`src/logic/efr_pkg.sv`:
```
// Function
// - One extension component per set capability bit, each of fixed size
// - Zero capability word means no extension area at all
// - Area size is highest set select bit plus that component's size
// - Select bit 0 highest: area 16 bytes long, 16 below register area
// - Component i is stored only when select bit i is one
// - Fault record sits next to register area, later ones descend below it
// - Record written for protection and page faults when both bits 0 set
// - Offset 0 holds page fault address, cleared for protection faults
// - Offset 8 holds the 4-byte error code, then 4 reserved bytes
// - Page fault code bits 0,1,3,4 copy the ordinary page fault flags
// - Page fault code bit 2 always reads one
// - Page faults with user flag zero are never recorded
// - Bit 5 marks protection key fault, bit 15 cache map fault
// - Descriptor read as four 8-byte fields at 0, 8, 16 and 24
// - Security descriptor: 8-byte flags then 56 zero bytes
// - Flag bits 0,1,2 grant read, write, execute; zero denies
// - Flag bit 3 means pending, flag bit 4 means modified
// - Flag bit 5 means permission restriction in progress
// - Flag bits 15:8 give page kind; 7:6 and 63:16 are zero
// - Page kinds 0 to 4 are defined, others reserved
// - Vectors 14 and 13 reported only when select bit 0 set
package efr_pkg;
    // Register byte offsets
    localparam logic [7:0] OFS_CAP = 8'h00;
    localparam logic [7:0] OFS_SELECT = 8'h04;
    localparam logic [7:0] OFS_AREA_SIZE = 8'h08;
    localparam logic [7:0] OFS_AREA_POS = 8'h0C;
    localparam logic [7:0] OFS_REC_ADDR_LO = 8'h10;
    localparam logic [7:0] OFS_REC_ADDR_HI = 8'h14;
    localparam logic [7:0] OFS_REC_CODE = 8'h18;
    localparam logic [7:0] OFS_REC_RSVD = 8'h1C;
    localparam logic [7:0] OFS_EXIT = 8'h20;
    localparam logic [7:0] OFS_DESC_ADDR = 8'h24;
    localparam logic [7:0] OFS_DESC_STAT = 8'h28;
    localparam logic [7:0] OFS_LIN_LO = 8'h2C;
    localparam logic [7:0] OFS_SRC_LO = 8'h30;
    localparam logic [7:0] OFS_META_LO = 8'h34;
    localparam logic [7:0] OFS_CTL_LO = 8'h38;
    localparam logic [7:0] OFS_FLAGS = 8'h3C;
    // Reset values
    localparam logic [31:0] RST_SELECT = 32'h0000_0000;
    localparam logic [31:0] CAP_DEFAULT = 32'h0000_0001;
    // Frame geometry in bytes
    localparam logic [15:0] GPR_AREA_OFS = 16'h0F48;
    localparam logic [15:0] FAULT_REC_SIZE = 16'h0010;
    localparam logic [15:0] FUTURE_COMP_SIZE = 16'h0000;
    // Fault vectors
    localparam logic [7:0] VEC_GP = 8'h0D;
    localparam logic [7:0] VEC_PF = 8'h0E;
    // Error code bit positions
    localparam int EC_PRESENT = 0;
    localparam int EC_WRITE = 1;
    localparam int EC_USER = 2;
    localparam int EC_RSVD_BIT = 3;
    localparam int EC_IFETCH = 4;
    localparam int EC_PROT_KEY = 5;
    localparam int EC_CACHE_MAP = 15;
    // Security flag bit positions
    localparam int FL_READ = 0;
    localparam int FL_WRITE = 1;
    localparam int FL_EXEC = 2;
    localparam int FL_PENDING = 3;
    localparam int FL_MODIFIED = 4;
    localparam int FL_RESTRICT = 5;
    localparam int FL_KIND_LSB = 8;
    localparam logic [7:0] KIND_MAX = 8'h04;
    // Descriptor fetch: 4 operation words, 1 flag word, 7 zero words
    localparam logic [2:0] PGOP_WORDS = 3'h3;
    localparam logic [2:0] SECR_WORDS = 3'h6;
    localparam logic [4:0] DESC_ALIGN_MASK = 5'h1F;
    localparam logic [31:0] WORD_BYTES = 32'h0000_0008;
    // Descriptor fetch states
    typedef enum logic [3:0] {
        ST_IDLE = 4'b0001,
        ST_PGOP = 4'b0010,
        ST_SECF = 4'b0100,
        ST_SECR = 4'b1000
    } efr_state_e;
endpackage

```
`src/logic/efr_area_calc.sv`:
```
// Works out extension area geometry from capability and select words
module efr_area_calc
    import efr_pkg::*;
(
    input wire logic [31:0] i_cap,
    input wire logic [31:0] i_sel,
    output logic o_rec_en,
    output logic [15:0] o_size,
    output logic [15:0] o_pos
);
    logic [4:0] top_bit;
    logic any_sel;
    logic [15:0] comp_size;

    // Highest select bit among supported components
    always_comb begin
        top_bit = 5'h00;
        any_sel = 1'b0;
        for (int i = 0; i < 32; i++) begin
            if (i_sel[i] && i_cap[i]) begin
                top_bit = 5'(i);
                any_sel = 1'b1;
            end
        end
    end

    // Only component 0 has a defined size today
    assign comp_size = (top_bit == 5'h00) ? FAULT_REC_SIZE
                                          : FUTURE_COMP_SIZE;

    // Size is highest bit plus its component size; none without capability
    always_comb begin
        if (i_cap == 32'h0000_0000 || !any_sel) begin
            o_size = 16'h0000;
        end else begin
            o_size = 16'(top_bit) + comp_size;
        end
    end

    // Area grows downward from just below the register save area
    assign o_pos = GPR_AREA_OFS - o_size;
    assign o_rec_en = i_cap[0] & i_sel[0];
endmodule

```
`src/logic/efr_core.sv`:
```
// Chosen here: the APB slave port and the register offsets.
module efr_core
    import efr_pkg::*;
#(
    parameter logic [31:0] CAP_WORD = efr_pkg::CAP_DEFAULT
) (
    input wire logic I_CLK_SYS,
    input wire logic I_RESET,
    input wire logic I_PSEL,
    input wire logic I_PENABLE,
    input wire logic I_PWRITE,
    input wire logic [7:0] I_PADDR,
    input wire logic [31:0] I_PWDATA,
    output logic O_PREADY,
    output logic [31:0] O_PRDATA,
    output logic O_PSLVERR,
    input wire logic I_FLT_VALID,
    input wire logic [7:0] I_FLT_VEC,
    input wire logic [63:0] I_FLT_ADDR,
    input wire logic [31:0] I_FLT_CODE,
    input wire logic I_FLT_PROT_KEY,
    input wire logic I_FLT_CACHE_MAP,
    output logic O_REC_WRITE,
    output logic O_MEM_REQ,
    output logic [31:0] O_MEM_ADDR,
    input wire logic I_MEM_VALID,
    input wire logic [63:0] I_MEM_DATA,
    input wire logic I_ACC_RD,
    input wire logic I_ACC_WR,
    input wire logic I_ACC_EX,
    output logic O_ACC_DENY,
    output logic O_PENDING,
    output logic O_MODIFIED,
    output logic O_RESTRICT_ACTIVE,
    output logic [7:0] O_PAGE_KIND
);
    import efr_pkg::*;

    typedef struct packed {
        logic [31:0] sel;
        logic [63:0] rec_addr;
        logic [31:0] rec_code;
        logic [7:0] exit_vec;
        logic exit_ok;
        logic rec_write;
        efr_state_e st;
        logic [2:0] cnt;
        logic [31:0] mem_addr;
        logic mem_req;
        logic [63:0] lin;
        logic [63:0] src;
        logic [63:0] meta;
        logic [63:0] ctl;
        logic [63:0] flags;
        logic align_err;
        logic rsvd_err;
        logic deny;
        logic pready;
        logic [31:0] prdata;
        logic pslverr;
    } efr_core_s;

    efr_core_s q, d;
    logic rec_en;
    logic [15:0] area_size;
    logic [15:0] area_pos;
    logic acc, wr_take;
    logic is_pf, is_gp, user_ok;
    logic [31:0] rd_mux;
    logic rd_hit;

    efr_area_calc u_area (
        .i_cap(CAP_WORD),
        .i_sel(q.sel),
        .o_rec_en(rec_en),
        .o_size(area_size),
        .o_pos(area_pos)
    );

    // Bus phase decode; writes land on the edge that sees pready high
    assign acc = I_PSEL & I_PENABLE;
    assign wr_take = acc & q.pready & I_PWRITE;
    assign is_pf = I_FLT_VEC == VEC_PF;
    assign is_gp = I_FLT_VEC == VEC_GP;
    assign user_ok = !is_pf || I_FLT_CODE[EC_USER];

    // Read multiplexer and unmapped address detection
    always_comb begin
        rd_mux = 32'h0000_0000;
        rd_hit = 1'b1;
        if (I_PADDR == OFS_CAP) begin
            rd_mux = CAP_WORD;
        end else if (I_PADDR == OFS_SELECT) begin
            rd_mux = q.sel;
        end else if (I_PADDR == OFS_AREA_SIZE) begin
            rd_mux = {16'h0000, area_size};
        end else if (I_PADDR == OFS_AREA_POS) begin
            rd_mux = {16'h0000, area_pos};
        end else if (I_PADDR == OFS_REC_ADDR_LO) begin
            rd_mux = q.rec_addr[31:0];
        end else if (I_PADDR == OFS_REC_ADDR_HI) begin
            rd_mux = q.rec_addr[63:32];
        end else if (I_PADDR == OFS_REC_CODE) begin
            rd_mux = q.rec_code;
        end else if (I_PADDR == OFS_REC_RSVD) begin
            rd_mux = 32'h0000_0000;
        end else if (I_PADDR == OFS_EXIT) begin
            rd_mux = {q.exit_ok, 23'h000000, q.exit_vec};
        end else if (I_PADDR == OFS_DESC_ADDR) begin
            rd_mux = q.mem_addr;
        end else if (I_PADDR == OFS_DESC_STAT) begin
            rd_mux = {29'h0, q.st != ST_IDLE, q.rsvd_err, q.align_err};
        end else if (I_PADDR == OFS_LIN_LO) begin
            rd_mux = q.lin[31:0];
        end else if (I_PADDR == OFS_SRC_LO) begin
            rd_mux = q.src[31:0];
        end else if (I_PADDR == OFS_META_LO) begin
            rd_mux = q.meta[31:0];
        end else if (I_PADDR == OFS_CTL_LO) begin
            rd_mux = q.ctl[31:0];
        end else if (I_PADDR == OFS_FLAGS) begin
            rd_mux = q.flags[31:0];
        end else begin
            rd_hit = 1'b0;
        end
    end

    // Next state of the whole block
    always_comb begin
        d = q;
        d.rec_write = 1'b0;
        // Bus slave: one wait cycle, then answer with registered data
        d.pready = acc & !q.pready;
        if (acc && !q.pready) begin
            d.prdata = I_PWRITE ? 32'h0000_0000 : rd_mux;
            d.pslverr = !rd_hit;
        end
        if (wr_take && I_PADDR == OFS_SELECT) begin
            d.sel = I_PWDATA & CAP_WORD;
        end
        // Fault capture into the detail record
        if (I_FLT_VALID) begin
            d.exit_ok = 1'b0;
            d.exit_vec = 8'h00;
            if ((is_pf || is_gp) && rec_en && user_ok) begin
                d.exit_ok = 1'b1;
                d.exit_vec = I_FLT_VEC;
                d.rec_write = 1'b1;
                d.rec_addr = is_pf ? I_FLT_ADDR : 64'h0;
                d.rec_code = 32'h0000_0000;
                if (is_pf) begin
                    d.rec_code[EC_PRESENT] = I_FLT_CODE[EC_PRESENT];
                    d.rec_code[EC_WRITE] = I_FLT_CODE[EC_WRITE];
                    d.rec_code[EC_USER] = 1'b1;
                    d.rec_code[EC_RSVD_BIT] = I_FLT_CODE[EC_RSVD_BIT];
                    d.rec_code[EC_IFETCH] = I_FLT_CODE[EC_IFETCH];
                    d.rec_code[EC_PROT_KEY] = I_FLT_PROT_KEY;
                    d.rec_code[EC_CACHE_MAP] = I_FLT_CACHE_MAP;
                end else begin
                    d.rec_code = I_FLT_CODE;
                end
            end
        end
        // Access check against the decoded permissions
        d.deny = (I_ACC_RD & !q.flags[FL_READ])
               | (I_ACC_WR & !q.flags[FL_WRITE])
               | (I_ACC_EX & !q.flags[FL_EXEC]);
        // Descriptor fetch sequencer
        case (q.st)
            ST_IDLE: begin
                if (wr_take && I_PADDR == OFS_DESC_ADDR) begin
                    d.mem_addr = I_PWDATA;
                    d.rsvd_err = 1'b0;
                    d.align_err = |(I_PWDATA[4:0] & DESC_ALIGN_MASK);
                    if (!d.align_err) begin
                        d.st = ST_PGOP;
                        d.cnt = 3'h0;
                        d.mem_req = 1'b1;
                    end
                end
            end
            ST_PGOP: begin
                if (I_MEM_VALID) begin
                    case (q.cnt)
                        3'h0: d.lin = I_MEM_DATA;
                        3'h1: d.src = I_MEM_DATA;
                        3'h2: d.meta = I_MEM_DATA;
                        default: d.ctl = I_MEM_DATA;
                    endcase
                    d.cnt = q.cnt + 3'h1;
                    d.mem_addr = q.mem_addr + WORD_BYTES;
                    if (q.cnt == PGOP_WORDS) begin
                        d.st = ST_SECF;
                        d.mem_addr = q.meta[31:0];
                    end
                end
            end
            ST_SECF: begin
                if (I_MEM_VALID) begin
                    d.flags = I_MEM_DATA;
                    if (I_MEM_DATA[7:6] != 2'h0
                        || I_MEM_DATA[63:16] != 48'h0
                        || I_MEM_DATA[15:8] > KIND_MAX) begin
                        d.rsvd_err = 1'b1;
                    end
                    d.st = ST_SECR;
                    d.cnt = 3'h0;
                    d.mem_addr = q.mem_addr + WORD_BYTES;
                end
            end
            ST_SECR: begin
                if (I_MEM_VALID) begin
                    if (I_MEM_DATA != 64'h0) begin
                        d.rsvd_err = 1'b1;
                    end
                    d.cnt = q.cnt + 3'h1;
                    d.mem_addr = q.mem_addr + WORD_BYTES;
                    if (q.cnt == SECR_WORDS) begin
                        d.st = ST_IDLE;
                        d.mem_req = 1'b0;
                    end
                end
            end
            default: begin
                d.st = ST_IDLE;
                d.mem_req = 1'b0;
            end
        endcase
    end

    // State register with synchronous reset
    always_ff @(posedge I_CLK_SYS) begin
        if (I_RESET) begin
            q <= '0;
            q.sel <= RST_SELECT;
            q.st <= ST_IDLE;
        end else begin
            q <= d;
        end
    end

    // Outputs straight from the state register
    assign O_PREADY = q.pready;
    assign O_PRDATA = q.prdata;
    assign O_PSLVERR = q.pslverr;
    assign O_REC_WRITE = q.rec_write;
    assign O_MEM_REQ = q.mem_req;
    assign O_MEM_ADDR = q.mem_addr;
    assign O_ACC_DENY = q.deny;
    assign O_PENDING = q.flags[FL_PENDING];
    assign O_MODIFIED = q.flags[FL_MODIFIED];
    assign O_RESTRICT_ACTIVE = q.flags[FL_RESTRICT];
    assign O_PAGE_KIND = q.flags[15:8];
endmodule

```
`config.mk`:
```
export PLATFORM = sky130hd
export DESIGN_NAME = efr_core
export DESIGN_NICKNAME = d
export VERILOG_FILES = /design/src/logic/efr_pkg.sv /design/src/logic/efr_area_calc.sv /design/src/logic/efr_core.sv
export SDC_FILE = /design/constraint.sdc
export NUM_CORES = 1
export LEC_CHECK = 0
export BUFFER_PORTS_ARGS = -buffer_cell sky130_fd_sc_hd__buf_4
export CAP_MARGIN = 25
export CORE_UTILIZATION = 55
export CTS_BUF_LIST = sky130_fd_sc_hd__clkbuf_2 sky130_fd_sc_hd__clkbuf_4 sky130_fd_sc_hd__clkbuf_8
export DETAILED_ROUTE_END_ITERATION = 7
export PLACE_DENSITY = 0.79
export SETUP_SLACK_MARGIN = 0.15
export SLEW_MARGIN = 20
export SYNTH_ARGS = -nofsm -noshare
export SYNTH_HDL_FRONTEND = slang
export SYNTH_SLANG_ARGS = --single-unit
```
`constraint.sdc`:
```
create_clock -name I_CLK_SYS -period 3.11 [get_ports I_CLK_SYS]
set_input_delay 0.933 -clock I_CLK_SYS [delete_from_list [all_inputs] [get_ports I_CLK_SYS]]
set_output_delay 0.933 -clock I_CLK_SYS [all_outputs]
set_load 0.02 [all_outputs]
```
After elaboration in Yosys (flattened, before gate mapping). Cells that the tools add are included.

Add/sub/neg operators: 3. $mul: 0. Divide/modulo/power cells: 0. Order comparisons: 1. Eq/ne operators: 35. Shifts and indexed selects: 0. Muxes and demuxes: 60. Bitwise logic cells: 12. Reduce and logical (&&, ||, !) cells: 38.

Operators by type and width (count): 32-bit 2-to-1 mux (18); 35-bit one-hot mux with 4 select lines (1); 40-bit 2-to-1 mux (2); 39-bit 2-to-1 mux (2); 8-bit by 6-bit == test with 1-bit output, second input constant (8); 64-bit 2-to-1 mux (1); 64-bit nonzero test (1); 48-bit nonzero test (1); 32-bit by 4-bit adder with 32-bit output, second input constant (1); 8-bit by 4-bit == test with 1-bit output, second input constant (4); 8-bit by 5-bit == test with 1-bit output, second input constant (4); 1-bit 2-to-1 mux (25); 2-bit != test, second input constant (9); 16-bit 2-to-1 mux (1); 4-bit one-hot mux with 4 select lines (1); 12-bit by 5-bit subtractor with 13-bit output, first input constant (1); 3-bit AND reduction (4); 6-bit AND reduction (2); 10-bit 2-to-1 mux (1); 5-bit AND reduction (2); 9-bit 2-to-1 mux (1); 8-bit by 3-bit == test with 1-bit output, second input constant (1); 8-bit by 3-bit greater-than comparator with 1-bit output, second input constant (1); 8-bit zero test (1); 29 further kinds (56).

Bits in registers: 344. Latch bits: 0. RAM bits: 0. Memory bits (read-only): 0. Input port bits: 220. Output and inout bits: 80. Word-level logic and storage cells: 170. Memories kept: 0.

Depth between registers and ports, before layout. Gate-level depths: netlist (run 1).

Depth in word-level cells: 18. Gate-level depth with buffers: 8. Mapped depth without buffers: 7.

Modules after synthesis. A second synthesis (run 1) with hierarchy kept.

Cells, all modules: 2150. Area, all modules: 17289.1 um^2.

Modules (own cells, without submodules): efr_core (instances 1, cells an instance 2027, area an instance 16484.6 um^2, sequential area each 6886.6 um^2); efr_area_calc (instances 1, cells an instance 123, area an instance 804.5 um^2, sequential area each 0.0 um^2).

Worst setup path after synthesis (run 1). OpenSTA, ideal clock, no wires.

Path type: in2reg. Start point: in I_FLT_VEC[7]. End point: reg q[461] (netlist bit). Setup time: 0.117 ns. Arrival time: 2.680 ns. Data required time: 2.993 ns. Setup slack: 0.313 ns. Cell stages on the path: 8. Path buffers: 3. Path through: or4_1 nor3_2 nor2b_1 buf_4 nor2_2 buf_2 buf_2 a22o_1.

Word-level cells in the longest chain between the ends: 5. Elaborated cells on any way between the ends: 9. Classes of those cells: eq/ne (2); mux (1); reduce/logical (6).

Ends and longest elaborated chain: start: declaration (RTL line efr_core.sv:18) `input wire logic [7:0] I_FLT_VEC,`; 8-bit by 4-bit == test with 1-bit output, on equally long branches (RTL line efr_core.sv:83, efr_core.sv:84); 1-bit logical OR / 1-bit zero test (equally long branches) (RTL line efr_core.sv:145, efr_core.sv:85); 1-bit logical AND / 1-bit logical OR (equally long branches) (RTL line efr_core.sv:145, efr_core.sv:85); 1-bit logical AND (RTL line efr_core.sv:145) `if ((is_pf || is_gp) && rec_en && user_ok) begin`; 2-bit AND reduction (no source line); end: declaration (RTL line efr_core.sv:63) `efr_core_s q, d;`.

Parallel ways exist; a longest one is shown, timed or not. A chain may end at the register's enable or synchronous reset.

Worst setup path after layout (run 1).
Start point: in I_PADDR[2]. End point: reg q (netlist bit O_PRDATA[31]).

Word-level cells in the longest chain between the ends: 18. Elaborated cells on any way between the ends: 33. Classes of those cells: eq/ne (15); mux (17); reduce/logical (1).

Ends and longest elaborated chain: start: declaration (RTL line efr_core.sv:12) `input wire logic [7:0] I_PADDR,`; 8-bit by 6-bit == test with 1-bit output (RTL line efr_core.sv:121) `end else if (I_PADDR == OFS_FLAGS) begin`; 32-bit 2-to-1 mux (RTL line efr_core.sv:121); 32-bit 2-to-1 mux (RTL line efr_core.sv:119) `end else if (I_PADDR == OFS_CTL_LO) begin`; 32-bit 2-to-1 mux (RTL line efr_core.sv:117) `end else if (I_PADDR == OFS_META_LO) begin`; 32-bit 2-to-1 mux (RTL line efr_core.sv:115) `end else if (I_PADDR == OFS_SRC_LO) begin`; 32-bit 2-to-1 mux (RTL line efr_core.sv:113) `end else if (I_PADDR == OFS_LIN_LO) begin`; 32-bit 2-to-1 mux (RTL line efr_core.sv:111) `end else if (I_PADDR == OFS_DESC_STAT) begin`; 32-bit 2-to-1 mux (RTL line efr_core.sv:109) `end else if (I_PADDR == OFS_DESC_ADDR) begin`; (+2 left out); 32-bit 2-to-1 mux (RTL line efr_core.sv:103) `end else if (I_PADDR == OFS_REC_CODE) begin`; 32-bit 2-to-1 mux (RTL line efr_core.sv:101) `end else if (I_PADDR == OFS_REC_ADDR_HI) begin`; 32-bit 2-to-1 mux (RTL line efr_core.sv:99) `end else if (I_PADDR == OFS_REC_ADDR_LO) begin`; 32-bit 2-to-1 mux (RTL line efr_core.sv:97) `end else if (I_PADDR == OFS_AREA_POS) begin`; 32-bit 2-to-1 mux (RTL line efr_core.sv:95) `end else if (I_PADDR == OFS_AREA_SIZE) begin`; 32-bit 2-to-1 mux (RTL line efr_core.sv:93) `end else if (I_PADDR == OFS_SELECT) begin`; 32-bit 2-to-1 mux * (RTL line efr_core.sv:91) `if (I_PADDR == OFS_CAP) begin`; 32-bit 2-to-1 mux * (RTL line efr_core.sv:135) `d.prdata = I_PWRITE ? 32'h0000_0000 : rd_mux;`.

Mark *: on every way between the ends. The rest lies on a longest branch, timed or not.

==> impl_metrics.toml, run 1 <==
[setup_path]
r2r_slack_ps = 590
crit_start = "I_PADDR[2]"
arrival_ps = 3100
cp_max_fo = 16
end_kind = "flip-flop"
cp.required_ps = 3600
cp-start-kind = "input port"
r2r-end = "O_MEM_ADDR[28]"
rr_startpoint = "q[390]"
path_class = "input port to flip-flop"
crit_end = "O_PRDATA[31]"
reg2reg_depth = 8

[die]
rows = 63
die_area_um2 = 30850
start_util = 0.5596
boundaryPins = 300
die_x_um = 175.7
die_y_um = 175.7
core_um2 = 29640

[clock_tree]
cts_htree_levels = 2
cts_max_path_buffers = 3
root_buffer = "clkbuf_8"
clock_latency_ps = 630
cts_sinks = 344
post_cts_buffers = 0
cts_made_buffers = 55
post_cts_resized = 0
path_clk_slew_ps = 60
cts_tree = "done"
hold_buffers = 0

[routing]
wl_mm = 66.16
vias = 17420
drt_first_pass_iters = 5
drc = 0
drt_iter0_markers = 2232
ant_nets = 0
wl_per_cell_um = 24.81
viasPerCell = 6.533

[logic_synthesis]
async_reset_ff_frac = 0
ys_seq_area_frac = 0.4152
synth_ff_type = "dfxtp_1"
synth_warnings = 0
yosysMostFrequentCell = "nand2_1"
yosys.area.top_type = "dfxtp_1"
syn-num-nets = 2229
avgSynthCellArea_um2 = 8.281
synthTopCellsByCount = "nand2_1 (370), dfxtp_1 (344), a21oi_1 (220), clkbuf_1 (116), a22o_1 (107)"
netlist_instances = 2003
synth_top_area_frac = 0.4152
ys_types = 81
synth_edf_count = 0
yosys-top-cells-area = "dfxtp_1 (42%), nand2_1 (8.4%), a21oi_1 (6.6%)"
syn_area_um2 = 16590
synth_seq_cells = 344

[global_routing]
met2_usage = 0.6430
first_global_vias = 15820
grt_usage = 0.4137
grt_max_degree = 167
grtUsageMet1 = 0.5517
grt-ovfl-total = 0
grt.met3_usage = 0.08420
grt_pass1_wl_mm = 96.37
antenna_found_initial = 0
top_usage_layer = "met2"

[sta]
fin_skew_ps = 36.50
whs_ps = 456.3
fmax_ghz = 0.3842
setup_viol = 0
tightest_slew_ps = 809.5
finalHoldViolCount = 0
finalCritPeriodShare = 0.8368
rsz0062_at_grt = "no"
slew_violations = 0
relSlewSlack = 0.4528
min_period_ps = 2603

[power_and_ir_drop]
irDropWorstVdd_mv = 0.3855
seqPwrFrac = 0.446
p_clk_frac = 0.451
power.leakage_uw = 0.007806
switchingPower_uw = 2581
p_per_area_nw_per_um2 = 492.7
p_sw_frac = 0.2565
p_int_uw = 7480
power_frac_comb = 0.103

[hold_path]
hold_path.class = "flip-flop to flip-flop"

[placement]
portBuffers = 299
place.gp.congestion = 1.000
hpwl_mm = 48.45
place_inst = 2566

[final_layout]
layout-drive-gt1-share = 0.2490
area_growth_pct = 23.11
num_antenna_cells = 0
num-nets-final = 2459
final_cells = 2667

[flow_run]
cap_violations = 0

[run_status]
status = "finished, final reports clean"
[kinds of logic (layout without fill, tap and decap cells)]
logic type,after synthesis,count (layout),share of synthesized area
XOR/XNOR,1,1,0.0005282
AND/OR/NAND/NOR,674,674,0.1903
flip-flops,344,344,0.4152
multiplexers,71,71,0.04753
AO/OA/AOI/OAI,646,646,0.2609
buffers and inverters,261,535,0.08102
adder cells (fa/ha/maj),6,6,0.004526
[per-stage QoR]
step | setup WS (ps) | TNS, ps | utilization | area [um^2] | power [uW]
floorplan | 313.1 | 0 | - | 16590 | 5053
global placement | -68.90 | -68.90 | 0.6451 | 19120 | 5584
detailed placement | -60.40 | -60.40 | 0.6451 | 19120 | 5591
CTS | 567.5 | 0 | 0.6890 | 20420 | 10030
global route | 458.3 | 0 | 0.6890 | 20420 | 10300
finish | 507.5 | 0 | 0.6890 | 20420 | 10060
[placed cells by master, fill, tap and decap left out, types with 14 or more instances in the layout]
cell / synthesis / final
mux2_2: 22 / 22
buf_12: 0 / 15
nand4_1: 20 / 20
nor3_1: 23 / 22
a31oi_1: 17 / 17
clkbuf_8: 0 / 71
buf_4: 84 / 393
a22oi_1: 40 / 40
nand2_1: 370 / 370
inv_1: 25 / 25
a221oi_1: 35 / 35
o22ai_1: 15 / 15
nor2b_1: 15 / 14
mux2i_1: 45 / 45
dfxtp_1: 344 / 344
nand3_1: 37 / 37
a22o_1: 107 / 107
and2_1: 15 / 15
nor2_1: 92 / 92
a21oi_1: 220 / 219
o211ai_1: 22 / 22
nor4_1: 30 / 29
a211oi_1: 18 / 18
o21ai_0: 90 / 90
[how the worst min path moves through the flow]
stage	from	to	slack [ps]	cells past startpoint
floorplan	O_PRDATA[2]	O_PRDATA[2]	430	2
global placement	q[68]	q[68]	440	2
detailed placement	q[64]	q[64]	450	2
CTS	q[64]	q[64]	450	2
global route	q[44]	q[44]	480	2
finish	q[54]	q[54]	460	2
[power by group through the flow]
stage / registers (uW) / clock network (uW) / logic (uW)
final: 4490 / 4540 / 1040
after global routing: 4490 / 4730 / 1090
after CTS: 4490 / 4530 / 1010
after detailed placement: 4580 / 0 / 1010
after global placement: 4580 / 0 / 1000
after floorplan: 4570 / 0 / 486
[sequential cells by signal, indices dropped and copies added (netlist names)]
signal	flops
O_PAGE_KIND	8
O_MEM_ADDR	32
O_PENDING	1
O_REC_WRITE	1
O_PREADY	1
O_PSLVERR	1
O_RESTRICT_ACTIVE	1
q	264
O_MEM_REQ	1
O_PRDATA	32
O_MODIFIED	1
O_ACC_DENY	1
[worst max-delay path: stages]
cell       delay, ps
buf_4            200
or4b_1           530
buf_4            230
nor2_1           100
a211oi_1          80
a2111oi_0        720
buf_4            220
o21ai_0           70
[final cells by class]
class                      instances  area, um^2
sequential                       344        6887
inverter                          25       93.84
clock buffer                      80        1045
multi-input combinational       1398        8388
clock inverter                    21       256.5
fill                            2464        9219
tap                              390       488.0
timing repair buffer             409        3262
[routing by layer]
layer  vias up  share of wire  wire, um
met3       172           0.12      7752
li1       7701              -         -
met2      1139           0.45     29490
met5         -              0         0
met4         0          0.047      3137
met1      8412           0.39     25780
Power figures use the tool's default switching activity.
==> run 2: changes to the inputs <==
--- a/config.mk
+++ b/config.mk
@@ -7,10 +7,10 @@
 export LEC_CHECK = 0
 export BUFFER_PORTS_ARGS = -buffer_cell sky130_fd_sc_hd__buf_4
 export CAP_MARGIN = 25
-export CORE_UTILIZATION = 55
+export CORE_UTILIZATION = 52
 export CTS_BUF_LIST = sky130_fd_sc_hd__clkbuf_2 sky130_fd_sc_hd__clkbuf_4 sky130_fd_sc_hd__clkbuf_8
 export DETAILED_ROUTE_END_ITERATION = 7
-export PLACE_DENSITY = 0.79
+export PLACE_DENSITY = 0.78
 export SETUP_SLACK_MARGIN = 0.15
 export SLEW_MARGIN = 20
 export SYNTH_ARGS = -nofsm -noshare
==> constraint.sdc (replaced) <==
create_clock -name I_CLK_SYS -period 2.35 [get_ports I_CLK_SYS]
set_input_delay 0.705 -clock I_CLK_SYS [delete_from_list [all_inputs] [get_ports I_CLK_SYS]]
set_output_delay 0.705 -clock I_CLK_SYS [all_outputs]
set_load 0.02 [all_outputs]
==> impl_metrics.toml, run 2 (synthesized netlist as in run 1, its figures left out) <==
[final_layout]
fillers = 2544
largest_reg_flops = 264
fin_area_um2 = 21660
regArea_um2 = 6890
regMostFlops = "q"
num_antenna_cells = 0
final_cell_mix = "buf_4 (513), nand2_1 (370), dfxtp_1 (341)"
mostFrequentLayoutCell = "buf_4"
num-nets-final = 2599
multi_input_area_um2 = 8533
layout-drive-gt1-share = 0.3002
area_growth_pct = 30.59

[sta]
whs_ps = 282.1
setup_viol = 0
slew_violations = 0
min_period_ps = 2185
fin_skew_ps = 20.38
fmax_ghz = 0.4576
rsz0062_at_grt = "yes"
finalHoldViolCount = 0
setup_tns_ps = 0
layout_setup_ws_ps = 164.7
finalCritPeriodShare = 0.9299
relSlewSlack = 0.5223
tightest_slew_ps = 698.6

[global_routing]
first_global_vias = 16540
grt-ovfl-total = 0
grt_pass1_wl_mm = 99.55
antenna_found_initial = 2
grt_usage = 0.3989
grt_max_degree = 88

[placement]
place.gp.congestion = 1.023
placed_cell_area_um2 = 20380
hpwl_mm = 50.56
pre_cts_slack_ps = -460.9
portBuffers = 299

[routing]
viasPerCell = 6.369
drc = 0
drt_iter0_markers = 2199
wl_mm = 67.51
drt_first_pass_iters = 6
vias = 17920
wl_per_cell_um = 23.99
ant_nets = 0

[setup_path]
critical-path-slowest-cell = "a2111oi_0"
max_stage_delay_ps = 650
r2r-end = "O_MEM_ADDR[23]"
path_class = "input port to flip-flop"
cp-start-kind = "input port"
r2r_slack_ps = 210
reg2reg_depth = 9
rr_startpoint = "q[390]"
end_kind = "flip-flop"
cp_max_fo = 4
cp.required_ps = 2830
arrival_ps = 2670
path_cells = "buf_4 -> or4b_4 -> buf_12 -> nor2_1 -> a211oi_1 -> a2111oi_0 -> o21ai_0"

[hold_path]
min_to = "q[457]"
hp-start = "I_FLT_ADDR[18]"
hold_depth = 2
hold_path.class = "input port to flip-flop"

[die]
start_util = 0.5270
rows = 65
boundaryPins = 300
core_um2 = 31470
die_x_um = 180.6
die_y_um = 180.6
die_area_um2 = 32610

[power_and_ir_drop]
p_per_area_nw_per_um2 = 595.7
irDropWorstVdd_mv = 0.7413
power.leakage_uw = 0.008536

[clock_tree]
clock_latency_ps = 640
cts_htree_levels = 2
hold_buffers = 0
path_clk_slew_ps = 60
cts_tree = "done"
cts_max_path_buffers = 3
cts_made_buffers = 56
cts_sinks = 344
root_buffer = "clkbuf_8"

[run_status]
status = "finished, final reports clean"

[flow_run]
cap_violations = 0
-- run 2: worst max-delay path by stage --
stage | from | slack [ps] | endpoint
5_1_grt | q[390] | 140 | O_MEM_ADDR[23]
2_1_floorplan | I_PADDR[1] | -120 | O_PRDATA[25]
4_1_cts | q[394] | 160 | q[186]
3_3_place_gp | I_PADDR[1] | -360 | O_PRDATA[31]
3_5_place_dp | I_PADDR[1] | -460 | O_PRDATA[31]
6_report | I_PADDR[1] | 160 | O_PRDATA[31]
-- run 2: metal layers --
metal  vias up  part of all wire  wire length (um)  track usage
li1       7969                 -                 -            -
met1      8546              0.39             26120       0.5284
met2      1193              0.45             30150       0.6265
met3       209              0.12              7980      0.07963
met4         4             0.048              3243       0.1822
met5         -           0.00039                26            0
-- run 2: area by class of cell --
type / count / area share
repair buffers: 548 / 0.2081
clock buffers: 90 / 0.04968
clock inverters: 7 / 0.002600
multi-input cells: 1398 / 0.3940
well taps: 402 / 0.02322
flip-flops and latches: 344 / 0.3181
inverters: 25 / 0.004333
-- run 2: power by group --
part,leakage [uW],switching [uW],total [uW],internal [uW]
combinational,0.00515,865,1620,751
sequential,0.00277,56.8,5940,5880
clock,0.000613,2450,5350,2900
total,0.00854,3370,12900,9530
-- run 2: stage by stage --
stage / power (uW) / cells / utilization
6_report: 12900 / 2814 / 0.6882
3_5_place_dp: 7598 / 2711 / 0.6477
5_1_grt: 13250 / 2814 / 0.6882
4_1_cts: 12840 / 2808 / 0.6838
2_1_floorplan: 6733 / 2003 / -
3_3_place_gp: 7575 / 2711 / 0.6477
-- run 2: critical path: cells and delay by family --
kind	cells	cell delay, ps
AND/OR/NAND/NOR	2	720
buffers and inverters	2	300
AO/OA/AOI/OAI	3	940
-- run 2: what timing repair did --
action,4_1_cts,5_1_grt
cloned,0,1
setup endpoints to repair,26,117
gates resized for setup,1,20
setup buffers,0,5
pin swaps,0,3
==> run 3: changes to the inputs <==
--- a/config.mk
+++ b/config.mk
@@ -6,11 +6,12 @@
 export NUM_CORES = 1
 export LEC_CHECK = 0
 export BUFFER_PORTS_ARGS = -buffer_cell sky130_fd_sc_hd__buf_4
-export CAP_MARGIN = 25
-export CORE_UTILIZATION = 52
+export CAP_MARGIN = 20
+export CORE_UTILIZATION = 55
 export CTS_BUF_LIST = sky130_fd_sc_hd__clkbuf_2 sky130_fd_sc_hd__clkbuf_4 sky130_fd_sc_hd__clkbuf_8
 export DETAILED_ROUTE_END_ITERATION = 7
-export PLACE_DENSITY = 0.78
+export PLACE_DENSITY = 0.79
+export RECOVER_POWER = 100
 export SETUP_SLACK_MARGIN = 0.15
 export SLEW_MARGIN = 20
 export SYNTH_ARGS = -nofsm -noshare
==> constraint.sdc (replaced) <==
create_clock -name I_CLK_SYS -period 2.6 [get_ports I_CLK_SYS]
set_input_delay 0.78 -clock I_CLK_SYS [delete_from_list [all_inputs] [get_ports I_CLK_SYS]]
set_output_delay 0.78 -clock I_CLK_SYS [all_outputs]
set_load 0.02 [all_outputs]
==> impl_metrics.toml, run 3 (synthesized netlist as in run 1, its figures left out) <==
[run_status]
status = "finished, final reports clean"

[power_and_ir_drop]
irDropWorstVdd_mv = 0.4289
p_per_area_nw_per_um2 = 555.8
fin_total_pwr_uw = 11480
power.leakage_uw = 0.007834

[routing]
wl_per_cell_um = 24.75
drt_iter0_markers = 2546
drc = 0
viasPerCell = 6.495
vias = 17910
ant_nets = 0
drt_first_pass_iters = 6
wl_mm = 68.26

[hold_path]
hp-start = "I_FLT_ADDR[30]"
min_to = "q[469]"
hold_path.class = "input port to flip-flop"
hold_depth = 2

[placement]
place.gp.congestion = 1.046
portBuffers = 299
placed_cell_area_um2 = 20000
pre_cts_slack_ps = -196.4
hpwl_mm = 50.86

[die]
die_y_um = 175.7
core_um2 = 29640
boundaryPins = 300
rows = 63
die_x_um = 175.7
die_area_um2 = 30850
start_util = 0.5596

[sta]
finalCritPeriodShare = 0.9811
layout_setup_ws_ps = 49.23
setup_viol = 0
relSlewSlack = 0.2231
slew_violations = 0
fmax_ghz = 0.3920
finalHoldViolCount = 0
whs_ps = 344.0
fin_skew_ps = 62.42
min_period_ps = 2551
rsz0062_at_grt = "no"
tightest_slew_ps = 1165

[final_layout]
final_cell_mix = "buf_4 (377), nand2_1 (370), dfxtp_1 (344)"
mostFrequentLayoutCell = "buf_4"
regMostFlops = "q"
area_growth_pct = 24.53
post-route-util = 0.6969
regArea_um2 = 6887
fillers = 2473
fin_area_um2 = 20650
multi_input_area_um2 = 8366
largest_reg_flops = 264
layout-drive-gt1-share = 0.2367
num-nets-final = 2552

[setup_path]
end_kind = "output port"
r2r_slack_ps = 160
cp-start-kind = "flip-flop"
r2r-end = "O_MEM_ADDR[22]"
max_stage_delay_ps = 540
path_class = "flip-flop to output port"
rr_startpoint = "O_MEM_ADDR[12]"
arrival_ps = 1770
cp_max_fo = 5
path_cells = "clkbuf_1 -> buf_4"
critical-path-slowest-cell = "clkbuf_1"
cp.required_ps = 1820
reg2reg_depth = 6

[global_routing]
antenna_found_initial = 6
grtUsageMet1 = 0.5796
top_usage_layer = "met2"
grt_max_degree = 143
met2_usage = 0.6449
grt_pass1_wl_mm = 100.9
grt.met3_usage = 0.09004
grt_usage = 0.4319
grt-ovfl-total = 0
first_global_vias = 16810

[flow_run]
cap_violations = 0

[clock_tree]
root_buffer = "clkbuf_8"
cts_max_path_buffers = 3
clock_latency_ps = 640
cts_made_buffers = 55
cts_tree = "done"
cts_htree_levels = 2
post_cts_buffers = 0
cts_sinks = 344
path_clk_slew_ps = 70
## run 3: cell count changes in the layout (fill, tap and decap cells not counted), sizes merged
cell / delta
diode: +2
buf: -145
clkbuf: +98
clkinv: +2
inv: -1
## run 3: final cells by class
cell class                      count  area share
Clock inverter                      8    0.002665
Antenna cell                        2   0.0002423
Multi-Input combinational cell   1398      0.4050
Sequential cell                   344      0.3334
Tap cell                          390     0.02362
Inverter                           25    0.004543
Timing Repair Buffer              502      0.1791
Clock buffer                       89     0.05143
## run 3: stage by stage
stage               std cells  setup TNS, ps
finish                   2758              0
global route             2756              0
CTS                      2756              0
detailed placement       2659          -6609
global placement         2659          -6017
floorplan                2003              0
## run 3: power by group
part / internal, uW / switching [uW]
registers: 5310 / 49.7
logic: 581 / 744
clock network: 2580 / 2210
total: 8470 / 3010
## run 3: metal layers
metal,up-vias,part of all wire
met1,8455,0.39
met3,249,0.12
met5,-,0.00060
met2,1311,0.43
li1,7892,-
met4,6,0.056
## run 3: how the worst max path moves through the flow
stage	startpoint	to	slack, ps	depth (start not counted)
2_1_floorplan	I_PADDR[1]	O_PRDATA[25]	60	8
4_1_cts	q[395]	O_MEM_ADDR[29]	200	7
3_3_place_gp	I_PADDR[4]	O_PRDATA[26]	-160	9
5_1_grt	q[394]	q[180]	80	6
6_report	O_MEM_ADDR[28]	O_MEM_ADDR[28]	50	2
3_5_place_dp	I_PADDR[1]	O_PRDATA[31]	-200	7
## run 3: worst max-delay path: cells and delay by family, from the launching register on
kind,cells,cell delay [ps]
buffers and inverters,2,800
flip-flops,1,370
## run 3: timing repair
item / 4_1_cts / 5_1_grt
endpoints found under the setup margin: 0 / 29
resized for setup: 0 / 5
hold buffers: 0 / 0
